$ cat src/design/csg_pkg.sv
// Constants, layouts and types for the command state gate and its configuration memory.
// Assumes one 25 MHz clock and a synchronous active-high reset.
package csg_pkg;

    // ----------------
    // Configuration memory offsets (register index, byte address = 4 x index)
    // ----------------
    localparam logic [7:0] OFS_ENTRY_CHAR  = 8'h03;
    localparam logic [7:0] OFS_PRE_PTR_HI  = 8'h3c;
    localparam logic [7:0] OFS_PRE_PTR_LO  = 8'h3d;
    localparam logic [7:0] OFS_POST_PTR_HI = 8'h3e;
    localparam logic [7:0] OFS_POST_PTR_LO = 8'h3f;
    localparam logic [2:0][7:0] OFS_PRESET = {8'h46, 8'h43, 8'h40};
    localparam logic [2:0][7:0] OFS_STR_HI = {8'h47, 8'h44, 8'h41};
    localparam logic [2:0][7:0] OFS_STR_LO = {8'h48, 8'h45, 8'h42};
    localparam logic [7:0] OFS_CLICK_RPT   = 8'h80;
    localparam logic [7:0] OFS_RA_DELAY    = 8'h81;
    localparam logic [7:0] OFS_RA_INTERVAL = 8'h82;
    localparam logic [7:0] OFS_RB_DELAY    = 8'h83;
    localparam logic [7:0] OFS_RB_INTERVAL = 8'h84;
    localparam logic [7:0] OFS_BASE_LAYER  = 8'h87;
    localparam logic [7:0] OFS_LAYER_HI    = 8'h88;
    localparam logic [7:0] OFS_LAYER_LO    = 8'h89;
    localparam logic [7:0] OFS_PAR_DIR     = 8'h8c;
    localparam logic [3:0][7:0] OFS_SER_FMT  = {8'h97, 8'h94, 8'h91, 8'h8e};
    localparam logic [3:0][7:0] OFS_SER_FLOW = {8'h98, 8'h95, 8'h92, 8'h8f};
    localparam logic [7:0] OFS_DISP_PRIV   = 8'h9a;
    localparam logic [7:0] OFS_STATUS      = 8'hf0;
    localparam logic [2:0][7:0] OFS_COUNT  = {8'hf3, 8'hf2, 8'hf1};

    // ----------------
    // Reset values and fixed characters
    // ----------------
    localparam logic [7:0] RST_ENTRY_CHAR  = 8'h02;
    localparam logic [7:0] RST_POST_LO     = 8'h32;
    localparam logic [7:0] RST_PRESET      = 8'h01;
    localparam logic [7:0] RST_CLICK_RPT   = 8'h41;
    localparam logic [7:0] RST_RA_DELAY    = 8'h25;
    localparam logic [7:0] RST_RA_INTERVAL = 8'h19;
    localparam logic [7:0] RST_RB_DELAY    = 8'h19;
    localparam logic [7:0] RST_RB_INTERVAL = 8'h05;
    localparam logic [7:0] RST_BASE_LAYER  = 8'h80;
    localparam logic [7:0] RST_BASE_LAYER2 = 8'h81;
    localparam logic [7:0] RST_PAR_DIR     = 8'h00;
    localparam logic [7:0] RST_SER_FMT     = 8'h42;
    localparam logic [7:0] RST_SER_FLOW    = 8'h0c;
    localparam logic [7:0] RST_ZERO        = 8'h00;
    localparam logic [7:0] EXIT_CHAR       = 8'h03;

    // ----------------
    // Status layout and timing
    // ----------------
    localparam int STAT_CMD_BIT      = 0;
    localparam int STAT_PEND_LSB     = 1;
    localparam int FIFO_DEPTH        = 8;
    localparam int REPEAT_UNIT_US    = 20000;
    localparam int CLK_FREQ_MHZ      = 25;
    localparam int REPEAT_UNIT_CYCLES = REPEAT_UNIT_US * CLK_FREQ_MHZ;
    localparam int TICK_W            = 20;

    // ----------------
    // Types
    // ----------------
    typedef struct packed {
        logic       cmd;
        logic [7:0] ch;
    } csg_char_t;

    typedef struct packed {
        logic [7:0]      entry_char;
        logic [15:0]     token_pre_ptr;
        logic [15:0]     token_post_ptr;
        logic [7:0]      click_repeat;
        logic [7:0]      base_layer;
        logic [15:0]     first_layer_ptr;
        logic            first_layer_present;
        logic [7:0]      parallel_dir;
        logic [3:0][7:0] serial_fmt;
        logic [3:0][7:0] serial_flow;
        logic [7:0]      display_private;
    } csg_cfg_t;

    // ----------------
    // Decode helpers
    // ----------------
    function automatic logic csg_is_cfg(input logic [7:0] idx);
        logic hit;
        hit = (idx == OFS_ENTRY_CHAR) || (idx >= OFS_PRE_PTR_HI && idx <= OFS_STR_LO[2]) ||
              (idx >= OFS_CLICK_RPT && idx <= OFS_RB_INTERVAL) ||
              (idx >= OFS_BASE_LAYER && idx <= OFS_LAYER_LO) || (idx == OFS_PAR_DIR) ||
              (idx == OFS_DISP_PRIV);
        for (int i = 0; i < 4; i++) begin
            hit = hit || (idx == OFS_SER_FMT[i]) || (idx == OFS_SER_FLOW[i]);
        end
        return hit;
    endfunction : csg_is_cfg

    function automatic logic [7:0] csg_default(input logic [7:0] idx, input logic variant2);
        logic [7:0] v;
        v = RST_ZERO;
        if (idx == OFS_ENTRY_CHAR) v = RST_ENTRY_CHAR;
        else if (idx == OFS_POST_PTR_LO) v = RST_POST_LO;
        else if (idx == OFS_PRESET[0] || idx == OFS_PRESET[1] || idx == OFS_PRESET[2])
            v = RST_PRESET;
        else if (idx == OFS_CLICK_RPT) v = RST_CLICK_RPT;
        else if (idx == OFS_RA_DELAY) v = RST_RA_DELAY;
        else if (idx == OFS_RA_INTERVAL) v = RST_RA_INTERVAL;
        else if (idx == OFS_RB_DELAY) v = RST_RB_DELAY;
        else if (idx == OFS_RB_INTERVAL) v = RST_RB_INTERVAL;
        else if (idx == OFS_BASE_LAYER) v = variant2 ? RST_BASE_LAYER2 : RST_BASE_LAYER;
        else if (idx == OFS_PAR_DIR) v = RST_PAR_DIR;
        for (int i = 0; i < 4; i++) begin
            if (idx == OFS_SER_FMT[i]) v = RST_SER_FMT;
            if (idx == OFS_SER_FLOW[i]) v = RST_SER_FLOW;
        end
        return v;
    endfunction : csg_default

endpackage : csg_pkg

$ cat src/design/csg_fifo.sv
// Synchronous FIFO with valid/ready on both sides.
// Assumes one clock and a synchronous active-high reset.
`timescale 1ns/10ps
`default_nettype none
module csg_fifo #(
    parameter int WIDTH = 9,
    parameter int DEPTH = 8
) (
    input  wire logic             sys_clk,
    input  wire logic             sys_rst,
    input  wire logic             in_valid,
    output logic                  in_ready,
    input  wire logic [WIDTH-1:0] in_data,
    output logic                  out_valid,
    input  wire logic             out_ready,
    output logic [WIDTH-1:0]      out_data
);
    localparam int AW = $clog2(DEPTH);

    typedef struct packed {
        logic [DEPTH-1:0][WIDTH-1:0] mem;
        logic [AW-1:0]               wr_ptr;
        logic [AW-1:0]               rd_ptr;
        logic [AW:0]                 count;
    } fifo_state_t;

    fifo_state_t state_reg;
    fifo_state_t state_next;
    logic        push;
    logic        pop;

    // ----------------
    // Flags
    // ----------------
    assign in_ready  = (state_reg.count != (AW+1)'(DEPTH));
    assign out_valid = (state_reg.count != '0);
    assign out_data  = state_reg.mem[state_reg.rd_ptr];
    assign push      = in_valid && in_ready;
    assign pop       = out_valid && out_ready;

    // ----------------
    // Pointers and storage
    // ----------------
    always_comb begin
        state_next = state_reg;
        if (push) begin
            state_next.mem[state_reg.wr_ptr] = in_data;
            state_next.wr_ptr = (state_reg.wr_ptr == AW'(DEPTH - 1)) ? '0 : state_reg.wr_ptr + 1'b1;
        end
        if (pop) begin
            state_next.rd_ptr = (state_reg.rd_ptr == AW'(DEPTH - 1)) ? '0 : state_reg.rd_ptr + 1'b1;
        end
        if (push && !pop) state_next.count = state_reg.count + 1'b1;
        else if (pop && !push) state_next.count = state_reg.count - 1'b1;
    end

    always_ff @(posedge sys_clk) begin
        if (sys_rst) state_reg <= '0;
        else state_reg <= state_next;
    end

endmodule : csg_fifo
`default_nettype wire

$ cat src/design/csg_gate.sv
// Command state gate: prefix detection, down character counters, key repeat
// timer and the byte-wide configuration memory behind a Wishbone slave.
// Assumes characters of the first serial input arrive already on sys_clk.
//
// Functional notes
// Check every input character for entry prefix; code checks only outside command state
// Entry prefix from byte 03, default 02
// Exit command state on fixed character 03
// Sender brackets commands with prefix and exit
// Three counters, presets 40/43/46, count every character
// Counter at zero outputs its string pointer
// Token preamble/postamble pointers, postamble low 32
// Rate A delay 37, interval 25, 20ms units
// Rate B delay 25, interval 5, 20ms units
// Click and repeat settings byte 80, default 41
// Base layer byte 87, 128 or 129
// First layer pointer 88/89, zero means none
// Parallel direction byte 8C, default 00
// Serial 3-6 line format, default 42
// Serial 3-6 flow control, default 0C
// Byte 9A kept for display driver
// Prefix detection on first serial input
// Non-prefix characters outside command state pass as data
`timescale 1ns/10ps
`default_nettype none
module csg_gate #(
    parameter logic                      FIRMWARE_VARIANT_TWO = 1'b0,
    parameter logic [csg_pkg::TICK_W-1:0] UNIT_CYCLES =
        csg_pkg::TICK_W'(csg_pkg::REPEAT_UNIT_CYCLES)
) (
    input  wire logic                sys_clk,
    input  wire logic                sys_rst,
    input  wire logic                wb_cyc_i,
    input  wire logic                wb_stb_i,
    input  wire logic                wb_we_i,
    input  wire logic [9:2]          wb_adr_i,
    input  wire logic [3:0]          wb_sel_i,
    input  wire logic [31:0]         wb_dat_i,
    output logic [31:0]              wb_dat_o,
    output logic                     wb_ack_o,
    input  wire logic                first_serial_input_valid,
    input  wire logic [7:0]          first_serial_input_data,
    output logic                     first_serial_input_ready,
    output logic                     out_valid,
    output csg_pkg::csg_char_t       out_char,
    input  wire logic                out_ready,
    output logic                     string_valid,
    output logic [1:0]               string_counter,
    output logic [15:0]              string_ptr,
    input  wire logic                string_ready,
    input  wire logic                key_held,
    input  wire logic                key_rate_b,
    output logic                     key_repeat,
    output csg_pkg::csg_cfg_t        cfg
);

    // ----------------
    // State
    // ----------------
    typedef struct packed {
        logic [255:0][7:0]          mem;
        logic                       cmd_mode;
        logic [2:0][7:0]            count;
        logic [2:0]                 pend;
        logic [1:0]                 str_idx;
        logic [15:0]                str_ptr;
        logic                       out_valid;
        csg_pkg::csg_char_t         out_char;
        logic                       ack;
        logic [31:0]                dat;
        logic [csg_pkg::TICK_W-1:0] tick_cnt;
        logic                       rep_active;
        logic [7:0]                 rep_cnt;
        logic                       key_held_d;
        logic                       key_repeat;
    } csg_state_t;

    csg_state_t         state_reg;
    csg_state_t         state_next;
    csg_state_t         state_init;
    logic               fifo_valid;
    logic               fifo_ready;
    csg_pkg::csg_char_t fifo_word;
    logic [7:0]         rx_char;
    logic [7:0]         wb_idx;
    logic               wb_req;
    logic               tick;

    function automatic logic [15:0] ptr_at(input logic [255:0][7:0] m,
                                           input logic [7:0] hi,
                                           input logic [7:0] lo);
        return {m[hi], m[lo]};
    endfunction : ptr_at

    function automatic logic [7:0] unit_load(input logic [7:0] v);
        return (v == 8'h00) ? 8'h01 : v;
    endfunction : unit_load

    // ----------------
    // Input buffer
    // ----------------
    csg_fifo #(
        .WIDTH ($bits(csg_pkg::csg_char_t)),
        .DEPTH (csg_pkg::FIFO_DEPTH)
    ) u_fifo (
        .sys_clk   (sys_clk),
        .sys_rst   (sys_rst),
        .in_valid  (first_serial_input_valid),
        .in_ready  (first_serial_input_ready),
        .in_data   ({1'b0, first_serial_input_data}),
        .out_valid (fifo_valid),
        .out_ready (fifo_ready),
        .out_data  (fifo_word)
    );

    assign rx_char    = fifo_word.ch;
    assign fifo_ready = !state_reg.out_valid && (state_reg.pend == 3'h0);
    assign wb_idx     = wb_adr_i[9:2];
    assign wb_req     = wb_cyc_i && wb_stb_i && !state_reg.ack;
    assign tick       = (state_reg.tick_cnt == UNIT_CYCLES - 1'b1);

    // ----------------
    // Reset image
    // ----------------
    always_comb begin
        state_init = '0;
        for (int i = 0; i < 256; i++) begin
            state_init.mem[i] = csg_pkg::csg_default(8'(i), FIRMWARE_VARIANT_TWO);
        end
        for (int k = 0; k < 3; k++) begin
            state_init.count[k] = csg_pkg::RST_PRESET;
        end
    end

    // ----------------
    // Next state
    // ----------------
    always_comb begin
        logic [7:0] dec;
        logic [2:0] hit;
        dec = 8'h00;
        hit = 3'h0;
        state_next = state_reg;
        state_next.key_repeat = 1'b0;

        // Output handshakes
        if (state_reg.out_valid && out_ready) begin
            state_next.out_valid = 1'b0;
        end
        if (state_reg.pend != 3'h0 && string_ready) begin
            state_next.pend = state_reg.pend & (state_reg.pend - 3'h1);
        end

        // Character handling
        if (fifo_valid && fifo_ready) begin
            if (!state_reg.cmd_mode &&
                rx_char == state_reg.mem[csg_pkg::OFS_ENTRY_CHAR]) begin
                state_next.cmd_mode = 1'b1;
            end else if (state_reg.cmd_mode && rx_char == csg_pkg::EXIT_CHAR) begin
                state_next.cmd_mode = 1'b0;
            end else begin
                state_next.out_valid   = 1'b1;
                state_next.out_char.ch = rx_char;
                state_next.out_char.cmd = state_reg.cmd_mode;
            end
            for (int k = 0; k < 3; k++) begin
                dec = state_reg.count[k] - 8'h01;
                if (dec == 8'h00) begin
                    hit[k] = 1'b1;
                    state_next.count[k] = state_reg.mem[csg_pkg::OFS_PRESET[k]];
                end else begin
                    state_next.count[k] = dec;
                end
            end
            state_next.pend = state_next.pend | hit;
        end

        // Pointer of the lowest pending counter string
        state_next.str_idx = 2'h0;
        state_next.str_ptr = 16'h0000;
        for (int k = 2; k >= 0; k--) begin
            if (state_next.pend[k]) begin
                state_next.str_idx = 2'(k);
                state_next.str_ptr = ptr_at(state_reg.mem, csg_pkg::OFS_STR_HI[k],
                                            csg_pkg::OFS_STR_LO[k]);
            end
        end

        // Key repeat timing
        state_next.tick_cnt = tick ? '0 : state_reg.tick_cnt + 1'b1;
        state_next.key_held_d = key_held;
        if (!key_held) begin
            state_next.rep_active = 1'b0;
        end else if (!state_reg.key_held_d) begin
            state_next.rep_active = 1'b1;
            state_next.rep_cnt = unit_load(key_rate_b ?
                state_reg.mem[csg_pkg::OFS_RB_DELAY] :
                state_reg.mem[csg_pkg::OFS_RA_DELAY]);
        end else if (state_reg.rep_active && tick) begin
            if (state_reg.rep_cnt == 8'h01) begin
                state_next.key_repeat = 1'b1;
                state_next.rep_cnt = unit_load(key_rate_b ?
                    state_reg.mem[csg_pkg::OFS_RB_INTERVAL] :
                    state_reg.mem[csg_pkg::OFS_RA_INTERVAL]);
            end else begin
                state_next.rep_cnt = state_reg.rep_cnt - 8'h01;
            end
        end

        // Wishbone slave
        state_next.ack = wb_req;
        state_next.dat = 32'h0000_0000;
        if (wb_req && !wb_we_i) begin
            if (wb_idx == csg_pkg::OFS_STATUS) begin
                state_next.dat[csg_pkg::STAT_CMD_BIT] = state_reg.cmd_mode;
                state_next.dat[csg_pkg::STAT_PEND_LSB +: 3] = state_reg.pend;
            end else if (wb_idx == csg_pkg::OFS_COUNT[0]) begin
                state_next.dat[7:0] = state_reg.count[0];
            end else if (wb_idx == csg_pkg::OFS_COUNT[1]) begin
                state_next.dat[7:0] = state_reg.count[1];
            end else if (wb_idx == csg_pkg::OFS_COUNT[2]) begin
                state_next.dat[7:0] = state_reg.count[2];
            end else if (csg_pkg::csg_is_cfg(wb_idx)) begin
                state_next.dat[7:0] = state_reg.mem[wb_idx];
            end
        end
        if (wb_req && wb_we_i && wb_sel_i[0] && csg_pkg::csg_is_cfg(wb_idx)) begin
            state_next.mem[wb_idx] = wb_dat_i[7:0];
            for (int k = 0; k < 3; k++) begin
                if (wb_idx == csg_pkg::OFS_PRESET[k]) begin
                    state_next.count[k] = wb_dat_i[7:0];
                end
            end
        end
    end

    always_ff @(posedge sys_clk) begin
        if (sys_rst) state_reg <= state_init;
        else state_reg <= state_next;
    end

    // ----------------
    // Outputs
    // ----------------
    assign wb_dat_o       = state_reg.dat;
    assign wb_ack_o       = state_reg.ack;
    assign out_valid      = state_reg.out_valid;
    assign out_char       = state_reg.out_char;
    assign string_valid   = (state_reg.pend != 3'h0);
    assign string_counter = state_reg.str_idx;
    assign string_ptr     = state_reg.str_ptr;
    assign key_repeat     = state_reg.key_repeat;

    always_comb begin
        cfg = '0;
        cfg.entry_char     = state_reg.mem[csg_pkg::OFS_ENTRY_CHAR];
        cfg.token_pre_ptr  = ptr_at(state_reg.mem, csg_pkg::OFS_PRE_PTR_HI,
                                    csg_pkg::OFS_PRE_PTR_LO);
        cfg.token_post_ptr = ptr_at(state_reg.mem, csg_pkg::OFS_POST_PTR_HI,
                                    csg_pkg::OFS_POST_PTR_LO);
        cfg.click_repeat   = state_reg.mem[csg_pkg::OFS_CLICK_RPT];
        cfg.base_layer     = state_reg.mem[csg_pkg::OFS_BASE_LAYER];
        cfg.first_layer_ptr = ptr_at(state_reg.mem, csg_pkg::OFS_LAYER_HI,
                                     csg_pkg::OFS_LAYER_LO);
        cfg.first_layer_present = (cfg.first_layer_ptr != 16'h0000);
        cfg.parallel_dir   = state_reg.mem[csg_pkg::OFS_PAR_DIR];
        for (int i = 0; i < 4; i++) begin
            cfg.serial_fmt[i]  = state_reg.mem[csg_pkg::OFS_SER_FMT[i]];
            cfg.serial_flow[i] = state_reg.mem[csg_pkg::OFS_SER_FLOW[i]];
        end
        cfg.display_private = state_reg.mem[csg_pkg::OFS_DISP_PRIV];
    end

endmodule : csg_gate
`default_nettype wire

$ cat config.mk
export PLATFORM = sky130hd
export DESIGN_NAME = csg_gate
export DESIGN_NICKNAME = d
export VERILOG_FILES = /design/src/design/csg_pkg.sv /design/src/design/csg_fifo.sv /design/src/design/csg_gate.sv
export SDC_FILE = /design/constraint.sdc
export NUM_CORES = 2
export LEC_CHECK = 0
export BUFFER_PORTS_ARGS = -buffer_cell sky130_fd_sc_hd__buf_4
export CAP_MARGIN = 20
export CORE_MARGIN = 3
export CORE_UTILIZATION = 55
export DETAILED_ROUTE_END_ITERATION = 7
export PLACE_DENSITY = 0.73
export SLEW_MARGIN = 20
export SYNTH_ARGS = -nofsm -noshare
export SYNTH_HDL_FRONTEND = slang
export SYNTH_SLANG_ARGS = --single-unit
export TNS_END_PERCENT = 5
$ cat constraint.sdc
create_clock -name sys_clk -period 6.2 [get_ports sys_clk]
set_clock_uncertainty 0.05 [all_clocks]
set_input_delay 0.62 -clock sys_clk [delete_from_list [all_inputs] [get_ports sys_clk]]
set_output_delay 0.62 -clock sys_clk [all_outputs]
set_load 0.03 [all_outputs]
==> results <==
- The flow ran to the end, but the final reports show violations.
- The checks that failed: DRC.
- The cell area after synthesis is 55650 um^2.
- The top layer used by detailed routing is met5.
- The most repeated cell in the gate-level netlist after synthesis is sky130_fd_sc_hd__dfxtp_1.
- Yosys printed 0 warnings.
- The largest buffer count on any clock path is 3.
- On the critical path the largest part of the delay comes from compound AO/OA/AOI/OAI gates.
- The layout cell share with drive strength beyond 1 is 17.45%.
- Summed over all layers, the routed wires come to 136500 um.
- The cell taking the most area after synthesis is sky130_fd_sc_hd__dfxtp_1.
- The detailed router's first-iteration violation count is 3490.
- The worst-case IR drop observed on VDD is 260.4 uV.
- The number of flops mapped to enable cells by yosys is 0.
- Relative to the synthesized area, the layout overhead comes to 9.182%.
- The leakage power is 23.80 nW.
- By instance count, the cell type seen most on the critical path is sky130_fd_sc_hd__buf_4.
- By startpoint and endpoint, the worst setup path is classified as in -> reg.
- Along the worst hold path, the cell count comes to 3.
- In the routed layout, each cell is associated on average with a via count of 5.705.
- The via count of the first global-routing pass came to 34720.
- The wire length of the first global-routing pass is 210000 um.
- The number of register bits inferred by synthesis is 1386.
- The tree built by TritonCTS fans out to 1386 sinks.
- Summing over every cut layer, the via total after detailed routing is 36120.
- The worst endpoint data arrival time is 4.44 ns.
- The count of endpoints failing setup in the final report is 0.
- After clock tree synthesis, the repair step resized 0 gates.
- The die covers 105000 um^2.
- After synthesis, the most frequently instantiated cells are sky130_fd_sc_hd__dfxtp_1, sky130_fd_sc_hd__nor2b_1, sky130_fd_sc_hd__nor2_1.
- The power density normalized to cell area is 325.4 nW/um^2.
- The clock-pin transition on the worst setup and hold timing paths is 0.06 ns.
- After detailed routing, the wire length on met1 is 60520 um.
- The number of buffers and inverters on the critical path is 3.
- Setup repair after global routing left no endpoint under its margin.
- The launch point of the worst path is wb_adr_i[3].
- The cell count after synthesis came out at 5105.
- The average wire length per cell after detail routing is 21.56 um.
- The number of setup buffers added after CTS is 0.
- The share of the yosys chip area belonging to registers is 49.86%.
- The startpoint type of the worst setup path is a primary input.
- The total clock buffers created by CTS is 137.
- The final standard cell count with taps included and fillers excluded is 6332.
- The count of endpoints failing hold in the final timing report is 0.
- The count of different cell masters after synthesis is 87.
- In this run the standard cell core region covers 100300 um^2.
- The number of rows in the core area is 116.
- The placed standard-cell area is 56240 um^2.
- Of the total power, the clock network draws 42.1%.
- In the routed design, unresolved DRC markers number 6.
- The final total negative setup slack is 0 ns.
- The type of the tightest min-delay check is in -> reg.
- The internal portion of the total power is 14.69 mW.
- The slowest stage cell on the critical path is sky130_fd_sc_hd__a31oi_1.
- The final antenna-violating net count is 0.
- The number of flip-flops under the largest register name is 1122.
- The switching share of power is 25.68%.
- The synthesized design devotes to its leading area cell type 49.86% of total area.
- In this run the power spent charging and discharging nets is 5.076 mW.
- The worst min-delay path startpoint is out_ready.
- The post-detailed-placement half-perimeter wirelength is 87690 um.
- The finished layout cell area is 60760 um^2.
- The normalized max-slew margin is 12.90%.
- Sorting the synthesized cells by area gives the leading types as sky130_fd_sc_hd__dfxtp_1, sky130_fd_sc_hd__mux4_2, sky130_fd_sc_hd__nor2b_1.
- The share of the cycle needed by the critical path after routing is 63.10%.
- The maximum number of pins on one net before global-route repair is 243.
- For this run, asynchronously set or reset flops after synthesis account for 0%.
- The effective utilization at floorplan is 55.49%.
- The signal on the critical path passes through buf_8 -> buf_4 -> nor2b_1 -> a21oi_1 -> a311o_1 -> a31oi_1 -> buf_4 -> nand4_1 -> mux2i_1 -> nor2_1.
- The flip-flop cell with the highest count after synthesis is sky130_fd_sc_hd__dfxtp_1.
- The maximum level of the CTS H-tree is 4.
- Along the worst path, the maximum fanout reaches 91.
- The clock latency of the later-clocked register in the worst-skew pair is 0.73 ns.
- The worst slack at placement is 1.740 ns.
- For this run the aggregate overflow at the end of global routing stands at 0.
- The die is 324.1 um tall.
- The number of hold buffers added after CTS is 0.
- The critical path runs through a total of 10 cells.
- Fill cells in the final layout number 7872.
- The clock period could shrink to 3.912 ns.
- Combinational cells account for 11.4% of the total power.
- The fraction of power consumed by sequential logic is 46.6%.
- During I/O placement, the number of pins put on the boundary was 279.
- Setup slack closes at 2.288 ns.
- TritonCTS built the clock tree.
- Across every metal layer, demand over resource in global routing totals 25.81%.
- The wire length on met2 is 61250 um.
- The number of port buffers is 227.
- Including well taps, the total number of placed cells is 6092.
- The maximum clock rate is 0.2556 GHz.
- The transition at the pin with the smallest max-transition slack is 1.298 ns.
- The utilization after layout is 60.59%.
- The required time reported for the critical path endpoint is 6.73 ns.
- The number of slew-limit violations in the final report is 0.
- The post-layout net count is 4953.
- The congestion estimate from routability-driven global placement came to 0.9180.
- The tool flagged a number of max-cap violations equal to 0.
- The root buffer cell is sky130_fd_sc_hd__clkbuf_16.
- The initial antenna violation count came to 5.
- A synthesized cell averages 10.90 um^2.
- The floorplan step set the die width to 324.1 um.
- The count of TritonRoute iterations in the first routing pass is 8.
- The worst reg-to-reg path cell count is 9.
- The peak per-stage delay on the critical path is 0.86 ns.
- The length of routed met3 wiring is 10050 um.
- The worst setup path is captured at a flop.
- The worst register-to-register path begins at state_reg[111].
-- routing by layer --
metal,vias to the layer above,GRT usage [%]
met5,-,0
met4,4,9.326
met3,262,5.278
met2,1271,40.29
met1,17770,35.77
li1,16810,-
-- layout by cell type, fill, tap and decap left out, types with 24 or more instances in the layout --
cell | netlist | final
sky130_fd_sc_hd__mux2_2 | 30 | 30
sky130_fd_sc_hd__conb_1 | 1 | 24
sky130_fd_sc_hd__clkbuf_8 | 0 | 25
sky130_fd_sc_hd__dfxtp_1 | 1386 | 1386
sky130_fd_sc_hd__inv_1 | 28 | 27
sky130_fd_sc_hd__nand3_1 | 84 | 84
sky130_fd_sc_hd__o21ai_0 | 61 | 61
sky130_fd_sc_hd__clkbuf_16 | 0 | 141
sky130_fd_sc_hd__nor4_1 | 25 | 25
sky130_fd_sc_hd__clkbuf_1 | 357 | 29
sky130_fd_sc_hd__nor2b_1 | 984 | 981
sky130_fd_sc_hd__mux2i_1 | 306 | 306
sky130_fd_sc_hd__nand2_1 | 193 | 193
sky130_fd_sc_hd__buf_4 | 231 | 264
sky130_fd_sc_hd__nor3_1 | 61 | 58
sky130_fd_sc_hd__nand4_1 | 25 | 25
sky130_fd_sc_hd__a21oi_1 | 131 | 131
sky130_fd_sc_hd__and2_1 | 33 | 33
sky130_fd_sc_hd__mux4_2 | 312 | 312
sky130_fd_sc_hd__nor2_1 | 384 | 382
-- tightest hold or removal path, delay by kind of cell --
kind                   cells  cell delay, ns
and+or+nand+nor            1            0.09
buffers and inverters      1            0.07
AOI/OAI and AO/OA          1            0.06
-- cell type report --
class,count,area (um^2),area share [%]
Antenna cell,2,5.005,0.008237
Clock buffer,195,3981,6.552
Clock inverter,43,528.0,0.8690
Inverter,29,110.1,0.1812
Multi-Input combinational cell,3041,24430,40.21
Sequential cell,1386,27750,45.66
Tap cell,1357,1698,2.794
Timing Repair Buffer,279,2258,3.717
-- logic make-up (layout without fill, tap and decap cells) --
kind of cell             after synthesis  in the layout  synth area share [%]
AND/OR/NAND/NOR                     1894           1894                 18.61
flip-flops                          1386           1386                 49.86
buffers and inverters                701            546                 6.486
multiplexers                         653            653                 18.97
AO/OA/AOI/OAI                        415            415                 5.074
XOR/XNOR                              38             38                0.5980
adder cells (fa/ha/maj)               17             17                0.3957
other                                  1             26              0.006738
-- final timing paths --
path	to	slack, ns
worst max-delay path	cfg[63]	2.29
worst min-delay path	out_valid	0.11
worst max register to register	string_ptr[1]	2.29
worst min register to register	state_reg[848]	0.41
-- through the flow --
stage | hold WS [ns] | power (mW)
after floorplan | 0.3790 | 11.04
after global placement | 0.3905 | 11.57
after detailed placement | 0.3977 | 11.60
after CTS | 0.07460 | 19.86
after global routing | 0.1153 | 20.44
final | 0.1133 | 19.77
-- power groups by stage --
stage          clock [mW]  combinational (mW)  sequential, mW
5_1_grt              8.79                2.43            9.22
2_1_floorplan           0                1.72            9.32
3_5_place_dp            0                2.21            9.39
6_report             8.32                2.25            9.20
3_3_place_gp            0                2.18            9.39
4_1_cts              8.45                2.22            9.20
(Power assumes the default switching activity.)
